===== src/core/pot_spi_pkg.sv =====
// Constants, types and frame layout for the potentiometer serial command decoder.
// Assumes a single 250 MHz system clock; all pins arrive asynchronously.
// How it works
// - First byte after select falls is identification.
// - Upper four identification bits must match type.
// - Address bits must match address pins.
// - Type, zero, address high, low, direction bit.
// - Instruction byte: opcode, two select bits, fixed.
// - 0x80 read wiper, 0xA0 write wiper.
// - 1010ss00 read setting, 1100ss00 write setting.
// - 1100ss00 read-dir loads wiper, 1110ss00 stores wiper.
// - 0x41 with read direction reads status.
// - Data instructions are four bytes per select.
// - Value: six pad bits, bits 9..8, 7..0.
// - Status: pad byte, seven zeros, then busy.
// - Copy instructions are two bytes only.
// - Wiper output follows after settle delay.
// - Setting store lasts the write cycle time.
// - Store starts on select rise after complete frame.
// - Busy flag readable while store runs.
// - Four ten-bit setting registers, bit 9 MSB.
// - Status register is one bit wide.
// - Sample input on rising, shift output falling.
// - Pause input changes only while clock low.
// - Write-protect low blocks setting stores.
// - Busy reads 1 during store, else 0.

package pot_spi_pkg;

   localparam int CLK_PERIOD_NS = 4;
   localparam int WIPER_SETTLE_NS = 10000;
   localparam int NV_WRITE_NS = 10000000;
   localparam logic [11:0] SETTLE_CYCLES = 12'(WIPER_SETTLE_NS / CLK_PERIOD_NS);
   localparam int NV_WRITE_CYCLES_DEF = (NV_WRITE_NS + CLK_PERIOD_NS - 1) / CLK_PERIOD_NS;

   localparam logic [5:0] BITS_ID = 6'h08;
   localparam logic [5:0] BITS_INSTR = 6'h10;
   localparam logic [5:0] BITS_DATA = 6'h20;

   localparam int ID_ZERO_POS = 3;
   localparam int ID_ADDR_HI_POS = 2;
   localparam int ID_ADDR_LO_POS = 1;
   localparam int ID_DIR_POS = 0;

   localparam logic [7:0] INS_RD_WIPER = 8'h80;
   localparam logic [7:0] INS_WR_WIPER = 8'hA0;
   localparam logic [7:0] INS_STATUS = 8'h41;
   localparam logic [3:0] OPC_RD_SET = 4'hA;
   localparam logic [3:0] OPC_WR_SET = 4'hC;
   localparam logic [3:0] OPC_SET_TO_WIPER = 4'hC;
   localparam logic [3:0] OPC_WIPER_TO_SET = 4'hE;
   localparam logic [1:0] INS_TAIL = 2'h0;

   localparam logic [5:0] DATA_PAD = 6'h00;
   localparam logic [14:0] STATUS_PAD = 15'h0000;
   localparam logic [9:0] WIPER_RESET = 10'h000;
   localparam logic [9:0] SETTING_RESET = 10'h000;

   typedef enum logic [2:0] {ST_ID, ST_INSTR, ST_DATA, ST_DONE, ST_IGNORE} frame_state_e;
   typedef enum logic [2:0] {
      OP_NONE, OP_RD_WIPER, OP_WR_WIPER, OP_RD_SET, OP_WR_SET,
      OP_SET_TO_WIPER, OP_WIPER_TO_SET, OP_RD_STATUS
   } op_e;

   typedef struct packed {
      logic cs_n;
      logic sck;
      logic si;
      logic hold_n;
      logic wp_n;
      logic addr_hi;
      logic addr_lo;
   } pin_in_s;

   localparam pin_in_s PIN_IDLE = '{cs_n: 1'b1, sck: 1'b0, si: 1'b0, hold_n: 1'b1,
                                    wp_n: 1'b1, addr_hi: 1'b0, addr_lo: 1'b0};

endpackage : pot_spi_pkg


===== src/core/pot_spi_command_decoder.sv =====
// Serial command decoder of a digital potentiometer: frame decode, wiper,
// four setting registers, busy flag. Pins are asynchronous to sys_clk and
// the serial clock must be slow enough to be oversampled (80 ns or more).
`timescale 1ns/1ps
`default_nettype none

module pot_spi_command_decoder
   import pot_spi_pkg::*;
#(
   parameter int NV_WRITE_CYCLES = NV_WRITE_CYCLES_DEF,
   // Arbitrary type code
   parameter logic [3:0] TYPE_CODE = 4'hA
)(
   input wire logic sys_clk,
   input wire logic rst_n,
   input wire logic cs_n,
   input wire logic sck,
   input wire logic si,
   input wire logic hold_n,
   input wire logic wp_n,
   input wire logic addr_pin_hi,
   input wire logic addr_pin_lo,
   output var logic so_out,
   output var logic so_oe,
   output var logic [9:0] wiper_tap,
   output var logic wip
);

   localparam int NV_W = $clog2(NV_WRITE_CYCLES + 1);
   localparam logic [NV_W-1:0] NV_LOAD = NV_W'(NV_WRITE_CYCLES);
   localparam logic [NV_W-1:0] NV_ONE = NV_W'(1);

   generate
      // The busy-duration check below (chk_wip_duration) needs at least eight busy cycles
      if (NV_WRITE_CYCLES < 8)
      begin : g_bad_nv
         $error("NV_WRITE_CYCLES must be at least 8");
      end
   endgenerate

   pin_in_s pin_raw;
   pin_in_s pin_meta;
   pin_in_s pin_s;
   logic sck_prev;
   logic cs_prev;
   logic paused;
   frame_state_e state;
   op_e op;
   op_e next_op;
   logic [5:0] bit_cnt;
   logic [15:0] rx_shift;
   logic [15:0] tx_shift;
   logic dir_read;
   logic [1:0] sel;
   logic [9:0] wr_data;
   logic [9:0] wiper_position_reg;
   logic [9:0] stored_setting_reg [4];
   logic [11:0] settle_cnt;
   logic [NV_W-1:0] nv_cnt;
   logic [1:0] nv_sel;
   logic [9:0] nv_data;

   assign pin_raw = {cs_n, sck, si, hold_n, wp_n, addr_pin_hi, addr_pin_lo};

   always_ff @(posedge sys_clk or negedge rst_n)
   begin
      if (!rst_n)
      begin
         pin_meta <= PIN_IDLE;
         pin_s <= PIN_IDLE;
         sck_prev <= 1'b0;
         cs_prev <= 1'b1;
      end
      else
      begin
         pin_meta <= pin_raw;
         pin_s <= pin_meta;
         sck_prev <= pin_s.sck;
         cs_prev <= pin_s.cs_n;
      end
   end

   wire sck_rise = pin_s.sck & ~sck_prev;
   wire sck_fall = ~pin_s.sck & sck_prev;
   wire cs_rise = pin_s.cs_n & ~cs_prev;
   wire active = ~pin_s.cs_n & ~paused;
   wire shift_en = active & sck_rise;
   wire [15:0] next_shift = {rx_shift[14:0], pin_s.si};
   wire [5:0] next_bits = bit_cnt + 6'h01;
   wire [7:0] rx_byte = next_shift[7:0];

   // Pause only recognised with the serial clock low
   always_ff @(posedge sys_clk or negedge rst_n)
   begin
      if (!rst_n)
         paused <= 1'b0;
      else if (!pin_s.sck)
         paused <= ~pin_s.hold_n;
   end

   wire type_ok = (rx_byte[7:4] == TYPE_CODE) && !rx_byte[ID_ZERO_POS];
   wire addr_ok = (rx_byte[ID_ADDR_HI_POS] == pin_s.addr_hi)
                  && (rx_byte[ID_ADDR_LO_POS] == pin_s.addr_lo);
   wire id_done = shift_en && state == ST_ID && next_bits == BITS_ID;
   wire instr_done = shift_en && state == ST_INSTR && next_bits == BITS_INSTR;
   wire data_done = shift_en && state == ST_DATA && next_bits == BITS_DATA;
   wire tail_ok = rx_byte[1:0] == INS_TAIL;
   wire two_byte = next_op == OP_SET_TO_WIPER || next_op == OP_WIPER_TO_SET;

   always_comb
   begin
      next_op = OP_NONE;
      if (dir_read && rx_byte == INS_RD_WIPER)
         next_op = OP_RD_WIPER;
      else if (!dir_read && rx_byte == INS_WR_WIPER)
         next_op = OP_WR_WIPER;
      else if (dir_read && rx_byte == INS_STATUS)
         next_op = OP_RD_STATUS;
      else if (tail_ok && dir_read && rx_byte[7:4] == OPC_RD_SET)
         next_op = OP_RD_SET;
      else if (tail_ok && !dir_read && rx_byte[7:4] == OPC_WR_SET)
         next_op = OP_WR_SET;
      else if (tail_ok && dir_read && rx_byte[7:4] == OPC_SET_TO_WIPER)
         next_op = OP_SET_TO_WIPER;
      else if (tail_ok && !dir_read && rx_byte[7:4] == OPC_WIPER_TO_SET)
         next_op = OP_WIPER_TO_SET;
   end

   // Frame sequencer; deselect restarts it from the identification byte
   always_ff @(posedge sys_clk or negedge rst_n)
   begin
      if (!rst_n)
      begin
         state <= ST_ID;
         bit_cnt <= 6'h00;
         rx_shift <= 16'h0000;
         dir_read <= 1'b0;
         op <= OP_NONE;
         sel <= 2'h0;
         wr_data <= WIPER_RESET;
      end
      else if (pin_s.cs_n)
      begin
         state <= ST_ID;
         bit_cnt <= 6'h00;
      end
      else if (shift_en && state != ST_DONE && state != ST_IGNORE)
      begin
         rx_shift <= next_shift;
         bit_cnt <= next_bits;
         if (id_done)
         begin
            dir_read <= rx_byte[ID_DIR_POS];
            state <= (type_ok && addr_ok) ? ST_INSTR : ST_IGNORE;
         end
         else if (instr_done)
         begin
            op <= next_op;
            sel <= rx_byte[3:2];
            if (next_op == OP_NONE)
               state <= ST_IGNORE;
            else
               state <= two_byte ? ST_DONE : ST_DATA;
         end
         else if (data_done)
         begin
            wr_data <= next_shift[9:0];
            state <= ST_DONE;
         end
      end
   end

   wire op_reads = op == OP_RD_WIPER || op == OP_RD_SET || op == OP_RD_STATUS;
   wire [15:0] next_tx = (next_op == OP_RD_STATUS) ? {STATUS_PAD, wip}
                       : (next_op == OP_RD_WIPER) ? {DATA_PAD, wiper_position_reg}
                       : {DATA_PAD, stored_setting_reg[rx_byte[3:2]]};
   wire drive_fall = active && sck_fall && state == ST_DATA && op_reads;
   // After a pause the bit already shifted out shows again before the next rise, except the first data bit (bit_cnt at BITS_INSTR)
   wire oe_resume = active && state == ST_DATA && op_reads && bit_cnt != BITS_INSTR;

   // Read data leaves on falling edges so it is stable for the host's rising edge
   always_ff @(posedge sys_clk or negedge rst_n)
   begin
      if (!rst_n)
      begin
         tx_shift <= 16'h0000;
         so_out <= 1'b0;
         so_oe <= 1'b0;
      end
      else
      begin
         if (instr_done)
            tx_shift <= next_tx;
         else if (drive_fall)
            tx_shift <= {tx_shift[14:0], 1'b0};
         if (drive_fall)
            so_out <= tx_shift[15];
         if (pin_s.cs_n || paused)
            so_oe <= 1'b0;
         else if (drive_fall || oe_resume)
            so_oe <= 1'b1;
      end
   end

   // Commands act when select rises after a complete frame
   wire commit = cs_rise && state == ST_DONE;
   wire wiper_load = commit && (op == OP_WR_WIPER || op == OP_SET_TO_WIPER);
   wire nv_req = commit && (op == OP_WR_SET || op == OP_WIPER_TO_SET);
   wire nv_start = nv_req && pin_s.wp_n && !wip;
   wire nv_finish = wip && nv_cnt == NV_ONE;

   always_ff @(posedge sys_clk or negedge rst_n)
   begin
      if (!rst_n)
      begin
         wiper_position_reg <= WIPER_RESET;
         wiper_tap <= WIPER_RESET;
         settle_cnt <= 12'h000;
      end
      else
      begin
         if (wiper_load)
         begin
            wiper_position_reg <= (op == OP_WR_WIPER) ? wr_data : stored_setting_reg[sel];
            settle_cnt <= SETTLE_CYCLES;
         end
         else if (settle_cnt != 12'h000)
            settle_cnt <= settle_cnt - 12'h001;
         if (settle_cnt == 12'h001 && !wiper_load)
            wiper_tap <= wiper_position_reg;
      end
   end

   // Busy flag covers the whole store; a store asked for while busy is dropped
   always_ff @(posedge sys_clk or negedge rst_n)
   begin
      if (!rst_n)
      begin
         wip <= 1'b0;
         nv_cnt <= '0;
         nv_sel <= 2'h0;
         nv_data <= SETTING_RESET;
      end
      else if (nv_start)
      begin
         wip <= 1'b1;
         nv_cnt <= NV_LOAD;
         nv_sel <= sel;
         nv_data <= (op == OP_WR_SET) ? wr_data : wiper_position_reg;
      end
      else if (wip)
      begin
         nv_cnt <= nv_cnt - NV_ONE;
         if (nv_cnt == NV_ONE)
            wip <= 1'b0;
      end
   end

   genvar g;
   generate
      for (g = 0; g < 4; g++)
      begin : g_setting
         always_ff @(posedge sys_clk or negedge rst_n)
         begin
            if (!rst_n)
               stored_setting_reg[g] <= SETTING_RESET;
            else if (nv_finish && nv_sel == 2'(g))
               stored_setting_reg[g] <= nv_data;
         end
      end
   endgenerate

   // Helper counters time the busy and settle periods apart from the
   // control counters, so a miscounted control counter shows up
   logic [NV_W-1:0] busy_len;
   logic [11:0] since_load;

   always_ff @(posedge sys_clk or negedge rst_n)
   begin
      if (!rst_n)
         busy_len <= '0;
      else if (wip)
         busy_len <= busy_len + NV_ONE;
      else
         busy_len <= '0;
   end

   always_ff @(posedge sys_clk or negedge rst_n)
   begin
      if (!rst_n)
         since_load <= 12'h000;
      else if (wiper_load)
         since_load <= 12'h001;
      else if (since_load != 12'h000 && since_load != SETTLE_CYCLES + 12'h001)
         since_load <= since_load + 12'h001;
   end
endmodule : pot_spi_command_decoder

`default_nettype wire


===== config.mk =====
export PLATFORM = sky130hd
export DESIGN_NAME = pot_spi_command_decoder
export DESIGN_NICKNAME = d
export VERILOG_FILES = /design/src/core/pot_spi_pkg.sv /design/src/core/pot_spi_command_decoder.sv
export SDC_FILE = /design/constraint.sdc
export NUM_CORES = 1
export LEC_CHECK = 0
export ABC_AREA = 1
export ABC_CLOCK_PERIOD_IN_PS = 5300
export BUFFER_PORTS_ARGS = -buffer_cell sky130_fd_sc_hd__buf_2
export CELL_PAD_IN_SITES_DETAIL_PLACEMENT = 1
export CELL_PAD_IN_SITES_GLOBAL_PLACEMENT = 1
export CORE_MARGIN = 4
export CORE_UTILIZATION = 40
export CTS_BUF_LIST = sky130_fd_sc_hd__clkbuf_4
export CTS_CLUSTER_SIZE = 28
export DETAILED_ROUTE_END_ITERATION = 6
export HOLD_SLACK_MARGIN = 0.1
export PLACE_DENSITY = 0.7
export SKIP_LAST_GASP = 1
export SLEW_MARGIN = 0
export SYNTH_ARGS = -nofsm -noshare
export SYNTH_HDL_FRONTEND = slang
export SYNTH_SLANG_ARGS = --single-unit

===== constraint.sdc =====
create_clock -name sys_clk -period 5.3 [get_ports sys_clk]
set_clock_uncertainty 0.2 [all_clocks]
set_input_delay 0.795 -clock sys_clk [delete_from_list [all_inputs] [get_ports sys_clk]]
set_output_delay 0.795 -clock sys_clk [all_outputs]
set_load 0.02 [all_outputs]

Word-level counts from Yosys, hierarchy flattened:

Index checks and enable logic that the tools add are counted.

* $add $sub $neg: 3
* multiply operators: 0
* div/mod/pow operators: 0
* $lt $le $gt $ge: 2
* eq/ne operators: 33
* shift-type cells: 0
* mux-type cells: 38
* bitwise gates (word level): 15
* reduce and logical (&&, ||, !) cells: 64

Operators with widths (count)
* 10-bit 2-to-1 mux: 8
* 22-bit 2-to-1 mux: 2
* 3-bit 2-to-1 mux: 14
* 10-bit binary-select mux with 2-bit select: 2
* 1-bit logical AND: 37
* 16-bit 2-to-1 mux: 2
* 12-bit 2-to-1 mux: 2
* 22-bit by 1-bit == test with 1-bit output, second input constant: 1
* 22-bit by 1-bit subtractor with 22-bit output, second input constant: 1
* 3-bit == test, second input constant: 7
* 8-bit == test, second input constant: 2
* 12-bit by 1-bit == test with 1-bit output, second input constant: 1
* 3-bit by 2-bit == test with 1-bit output, second input constant: 4
* 4-bit == test, second input constant: 3
* 6-bit 2-to-1 mux: 2
* 12-bit nonzero test: 1
* 12-bit by 1-bit subtractor with 12-bit output, second input constant: 1
* 2-bit nonzero test: 5
* 3-bit by 1-bit == test with 1-bit output, second input constant: 3
* 8-bit by 7-bit == test with 1-bit output, second input constant: 1
* 1-bit inverter: 8
* 1-bit logical OR: 7
* 6-bit by 1-bit adder with 6-bit output, second input constant: 1
* 6-bit by 4-bit == test with 1-bit output, second input constant: 1
* other kinds (20): 39

* register bits after elaboration: 176
* bits in latches: 0
* RAM bits: 0
* memory bits (read-only): 0
* input bits: 9
* output and inout port bits: 13
* memories kept: 0

Depth between registers and ports, before layout:

* depth in word-level cells: 18
* depth in mapped cells: 13
* gate-level depth less buffers: 13

Least setup slack after synthesis:

No wires, ideal clock.

* path kind: register -> register
* start: reg bit_cnt[1]
* end: reg tx_shift[12]
* data arrival time: 1595 ps
* slack: 3388 ps
* cell stages (with the launch flop): 12
* path buffers: 1
* cell sequence: dfrtp_1 -> ha_1 -> inv_1 -> nand2_1 -> nand2_2 -> nand3_2 -> nor2_4 -> nand3_4 -> buf_6 -> nand3_1 -> a21boi_1 -> inv_1

* word-level cells in the longest chain between the ends: 4

RTL lines
* start, declared: RTL line pot_spi_command_decoder.sv:50 `logic [5:0] bit_cnt;`
* start signal, assigned: RTL line pot_spi_command_decoder.sv:150 `bit_cnt <= next_bits;`
* 6-bit by 1-bit adder with 6-bit output (*): RTL line pot_spi_command_decoder.sv:89 `wire [5:0] next_bits = bit_cnt + 6'h01;`
* 6-bit by 5-bit == test with 1-bit output (*): RTL line pot_spi_command_decoder.sv:105 `wire instr_done = shift_en && state == ST_INSTR && next_bits == BITS_INSTR;`
* 1-bit logical AND (*): RTL line pot_spi_command_decoder.sv:105
* 16-bit 2-to-1 mux or 2-bit nonzero test (tied branches)
* end signal, assigned: RTL line pot_spi_command_decoder.sv:193 `tx_shift <= next_tx;`
* end signal, assigned: RTL line pot_spi_command_decoder.sv:195 `tx_shift <= {tx_shift[14:0], 1'b0};`
* end, declared: RTL line pot_spi_command_decoder.sv:52 `logic [15:0] tx_shift;`

Every way passes the cells marked *; elsewhere a longest branch is shown, timed or not.
A chain may end at the register's enable or synchronous reset.

Final worst setup path:

* start: reg op[2]
* end: reg wiper_position_reg[6]

* word-level cells in the longest chain between the ends: 3

RTL lines
* start, declared: RTL line pot_spi_command_decoder.sv:48 `op_e op;`
* start signal, assigned: RTL line pot_spi_command_decoder.sv:158 `op <= next_op;`
* 3-bit by 2-bit == test with 1-bit output or 3-bit == test (tied branches): RTL line pot_spi_command_decoder.sv:207, pot_spi_command_decoder.sv:224
* 1-bit logical OR: RTL line pot_spi_command_decoder.sv:207 `wire wiper_load = commit && (op == OP_WR_WIPER || op == OP_SET_TO_WIPER);`
* 1-bit logical AND: RTL line pot_spi_command_decoder.sv:207
* end signal, assigned: RTL line pot_spi_command_decoder.sv:224 `wiper_position_reg <= (op == OP_WR_WIPER) ? wr_data : stored_setting_reg[sel];`
* end, declared: RTL line pot_spi_command_decoder.sv:56 `logic [9:0] wiper_position_reg;`

Several ways; a longest one is shown, not always the timed one.

==> results.toml <==
[status]
status = "finished clean"

[timing]
rsz_0062_raised_after_global_routing = "false"
min_period_over_period_pct = 59.4
max_slew_margin_pct = 33.9
clock.fmax_ghz = 0.318
slew_violations = 0
tightestPinTransition_ps = 988
setup_violations = 0
final-hold-violation-count = 0
period_needed_ps = 3150
fin_setup_tns_ps = 0
setup_ws_ps = 2150
final.hold.worst_slack_ps = 122

[routing]
ant_nets = 0
num_vias = 7178
drt-vias-per-instance = 5.33
finalWirelength_mm = 23.9
detailedRoute.firstPassIterationCount = 5
route.detailed.wl_per_inst_um = 17.7
remaining_design_rule_violation_count = 0
drtIter0Drc = 441

[global_routing]
first_global_vias = 7483
grt_antenna_before_repair = 1
remaining_global_route_overflow = 0
grt_first_pass_wirelength_mm = 40.2
grt_max_degree = 107
grt.total_usage_pct = 20.9

[power_and_ir_drop]
p_leak_nw = 4.45
peakVddDrop_mv = 0.134
cellPowerDensity_nw_per_um2 = 257
cellInternalPower_mw = 1.69
fraction_of_power_consumed_by_sequential_logic_pct = 59.6
comb_power_share_pct = 7.5
power_switching_share_pct = 28.2
switching_component_of_the_power_uw = 666
clock_power_share_pct = 33.0

[yosys]
yosysWarningCount = 0
syn_area_cell_um2 = 8.19
yosysTopAreaCellShare_pct = 49.4
synth_fp_nets = 1062
synth.area.top_cells = "dfrtp_1, nand2_1, o21ai_0"
asyncSetResetFlopFracSynth_pct = 100
postSynthCellCount = 1046
post_synthesis_cell_area_um2 = 8570
ys_dominant_reg_cell = "dfrtp_1"
synth.largest_area_cell = "dfrtp_1"
post_synthesis_sequential_area_ratio_pct = 51.5
synth_enable_flop_cells = 0
synth_seq_cells = 176
yosysUniqueCellTypes = 50

[placed_design]
detailedPlacementHpwl_mm = 16.9
dp_slack_ps = 2180
buffer_ports.inserted = 21
finalWeightedCongestion = 0.853
postPlaceCellArea_um2 = 8840

[final_layout]
flow.area_growth_from_synthesis_pct = 7.23
final_layout_size_suffix_gt1_share_pct = 8.69
final_cell_area_um2 = 9190
final_core_utilization_pct = 43.7
multi_input_area_um2 = 3490
fill_cell_instance_count_of_the_final_layout = 2561
num-nets-final = 1073
seqCellArea_um2 = 4410
flip_flop_count_of_the_largest_register_all_copies_and_words_added = 40

[clocking]
tritoncts = "yes"
clock_tree.buffer_depth = 2
htreeDepth = 4
clock_insertion_delay_worst_skew_ps = 580
cts_made_buffers = 17
cts.reportedPaths.clkPinSlew_ps = 150
cts_root_buf = "clkbuf_4"
cts_sinks = 176

[critical_path]
critical_path_arrival_ps = 3410
path_cells = "nor3_4 -> inv_1 -> nand2_1 -> nand2_1 -> inv_1 -> o21ai_0 -> o22ai_1"
rr_startpoint = "op[2]$_DFFE_PN0P_"
timing.rr.end = "wiper_position_reg[6]$_DFFE_PN0P_"
setup.worst_path.class = "flop to flop"
worst_r2r_path_depth = 7
timing.critical_path.slowest_stage_cell = "inv_1"
critical_path.max_fanout = 22
cpPeakStageDelay_ps = 640
crit_required_ps = 5570
cp-start-kind = "flop"
regToRegSetupSlack_ps = 2150
timing.critical_path.to_type = "flop"

[die]
fp.coreArea_um2 = 21000
top_level_ports = 22
die_width_um = 154
die_height_um = 154
placement_rows = 53
design.die.area_um2 = 23800
start_util_pct = 40.7

[flow_run]
drv_cap = 0

[hold_path]
timing.hold.worst.class = "primary input to asynchronous set/reset pin"
[power by group through the flow]
stage                     clock (mW)  sequential, mW  combinational [mW]
final                          0.779            1.41               0.176
after global routing           0.868            1.41               0.202
after CTS                      0.808            1.41               0.180
after detailed placement           0            1.43               0.174
after global placement             0            1.43               0.172
after floorplan                    0            1.40               0.119
[layout make-up]
cell class / instances / share of cell area, %
sequential: 176 / 48.0
multi-input combinational: 709 / 38.0
inverter: 123 / 5.03
tap: 275 / 3.75
timing repair buffer: 30 / 2.17
clock inverter: 14 / 1.53
clock buffer: 18 / 1.47
antenna: 1 / 0.0272
[per-layer routing]
metal  share of wire, %  vias up  global-route usage, %
li1                   -     3465                      -
met2                 47      102                   34.0
met3                2.6       22                   3.47
met5                  0        -                      0
met1                 48     3589                   29.3
met4                1.5        0                   4.92
[kinds of logic after synthesis]
logic type	share of synthesized area (%)
AND/OR/NAND/NOR	24.1
XOR/XNOR	0.102
AO/OA/AOI/OAI	15.2
flip-flops	51.5
buffers and inverters	7.74
multiplexers	0.263
adder cells (fa/ha/maj)	1.02
[placed cells by master, fill, tap and decap left out, types with 18 or more instances in the layout]
cell / synthesis / layout
nor2_1: 116 / 116
o22ai_1: 24 / 24
o21ai_0: 118 / 118
nand2_1: 216 / 216
buf_2: 13 / 20
nand3_1: 74 / 74
clkbuf_4: 0 / 18
dfrtp_1: 169 / 169
a21oi_1: 19 / 19
inv_1: 115 / 115
o21ai_1: 40 / 40
[per-stage QoR]
stage | cells | power [mW]
finish | 1346 | 2.36
global route | 1346 | 2.48
CTS | 1345 | 2.39
detailed placement | 1306 | 1.60
global placement | 1306 | 1.60
floorplan | 1046 | 1.52
[Yosys cell counts, types with 4 or more instances]
library cell,instances
a21boi_1,4
a21oi_1,19
buf_2,13
buf_6,4
clkbuf_1,17
dfrtp_1,169
dfstp_2,7
ha_1,7
inv_1,115
inv_2,7
nand2_1,216
nand3_1,74
nand3_2,5
nand4_1,13
nor2_1,116
nor2_4,5
nor3_1,12
o2111ai_1,8
o211ai_1,13
o21ai_0,118
o21ai_1,40
o22ai_1,24
or2_0,4
[critical path, delay by kind of cell (launching register included)]
family | cells | cell delay [ps]
AO/OA/AOI/OAI | 2 | 410
flip-flops | 1 | 480
AND/OR/NAND/NOR | 3 | 940
buffers and inverters | 2 | 1010
[timing repair]
action                    in CTS  in global routing
gates resized for setup        0                  0
buffers inserted               0                  0
hold buffers                   7                  0
hold endpoints to repair       7                  0
[how the worst max path moves through the flow]
stage | from | to | slack (ps) | depth (start not counted)
after floorplan | bit_cnt[1]$_DFFE_PN0P_ | tx_shift[12]$_DFFE_PN0P_ | 3390 | 11
after global placement | op[2]$_DFFE_PN0P_ | wiper_position_reg[6]$_DFFE_PN0P_ | 2180 | 7
after detailed placement | op[2]$_DFFE_PN0P_ | wiper_position_reg[6]$_DFFE_PN0P_ | 2180 | 7
after CTS | op[2]$_DFFE_PN0P_ | wiper_position_reg[6]$_DFFE_PN0P_ | 2140 | 7
after global routing | op[2]$_DFFE_PN0P_ | wiper_position_reg[6]$_DFFE_PN0P_ | 1910 | 7
final | op[2]$_DFFE_PN0P_ | wiper_position_reg[6]$_DFFE_PN0P_ | 2150 | 7
Power figures use the tool's default switching activity.
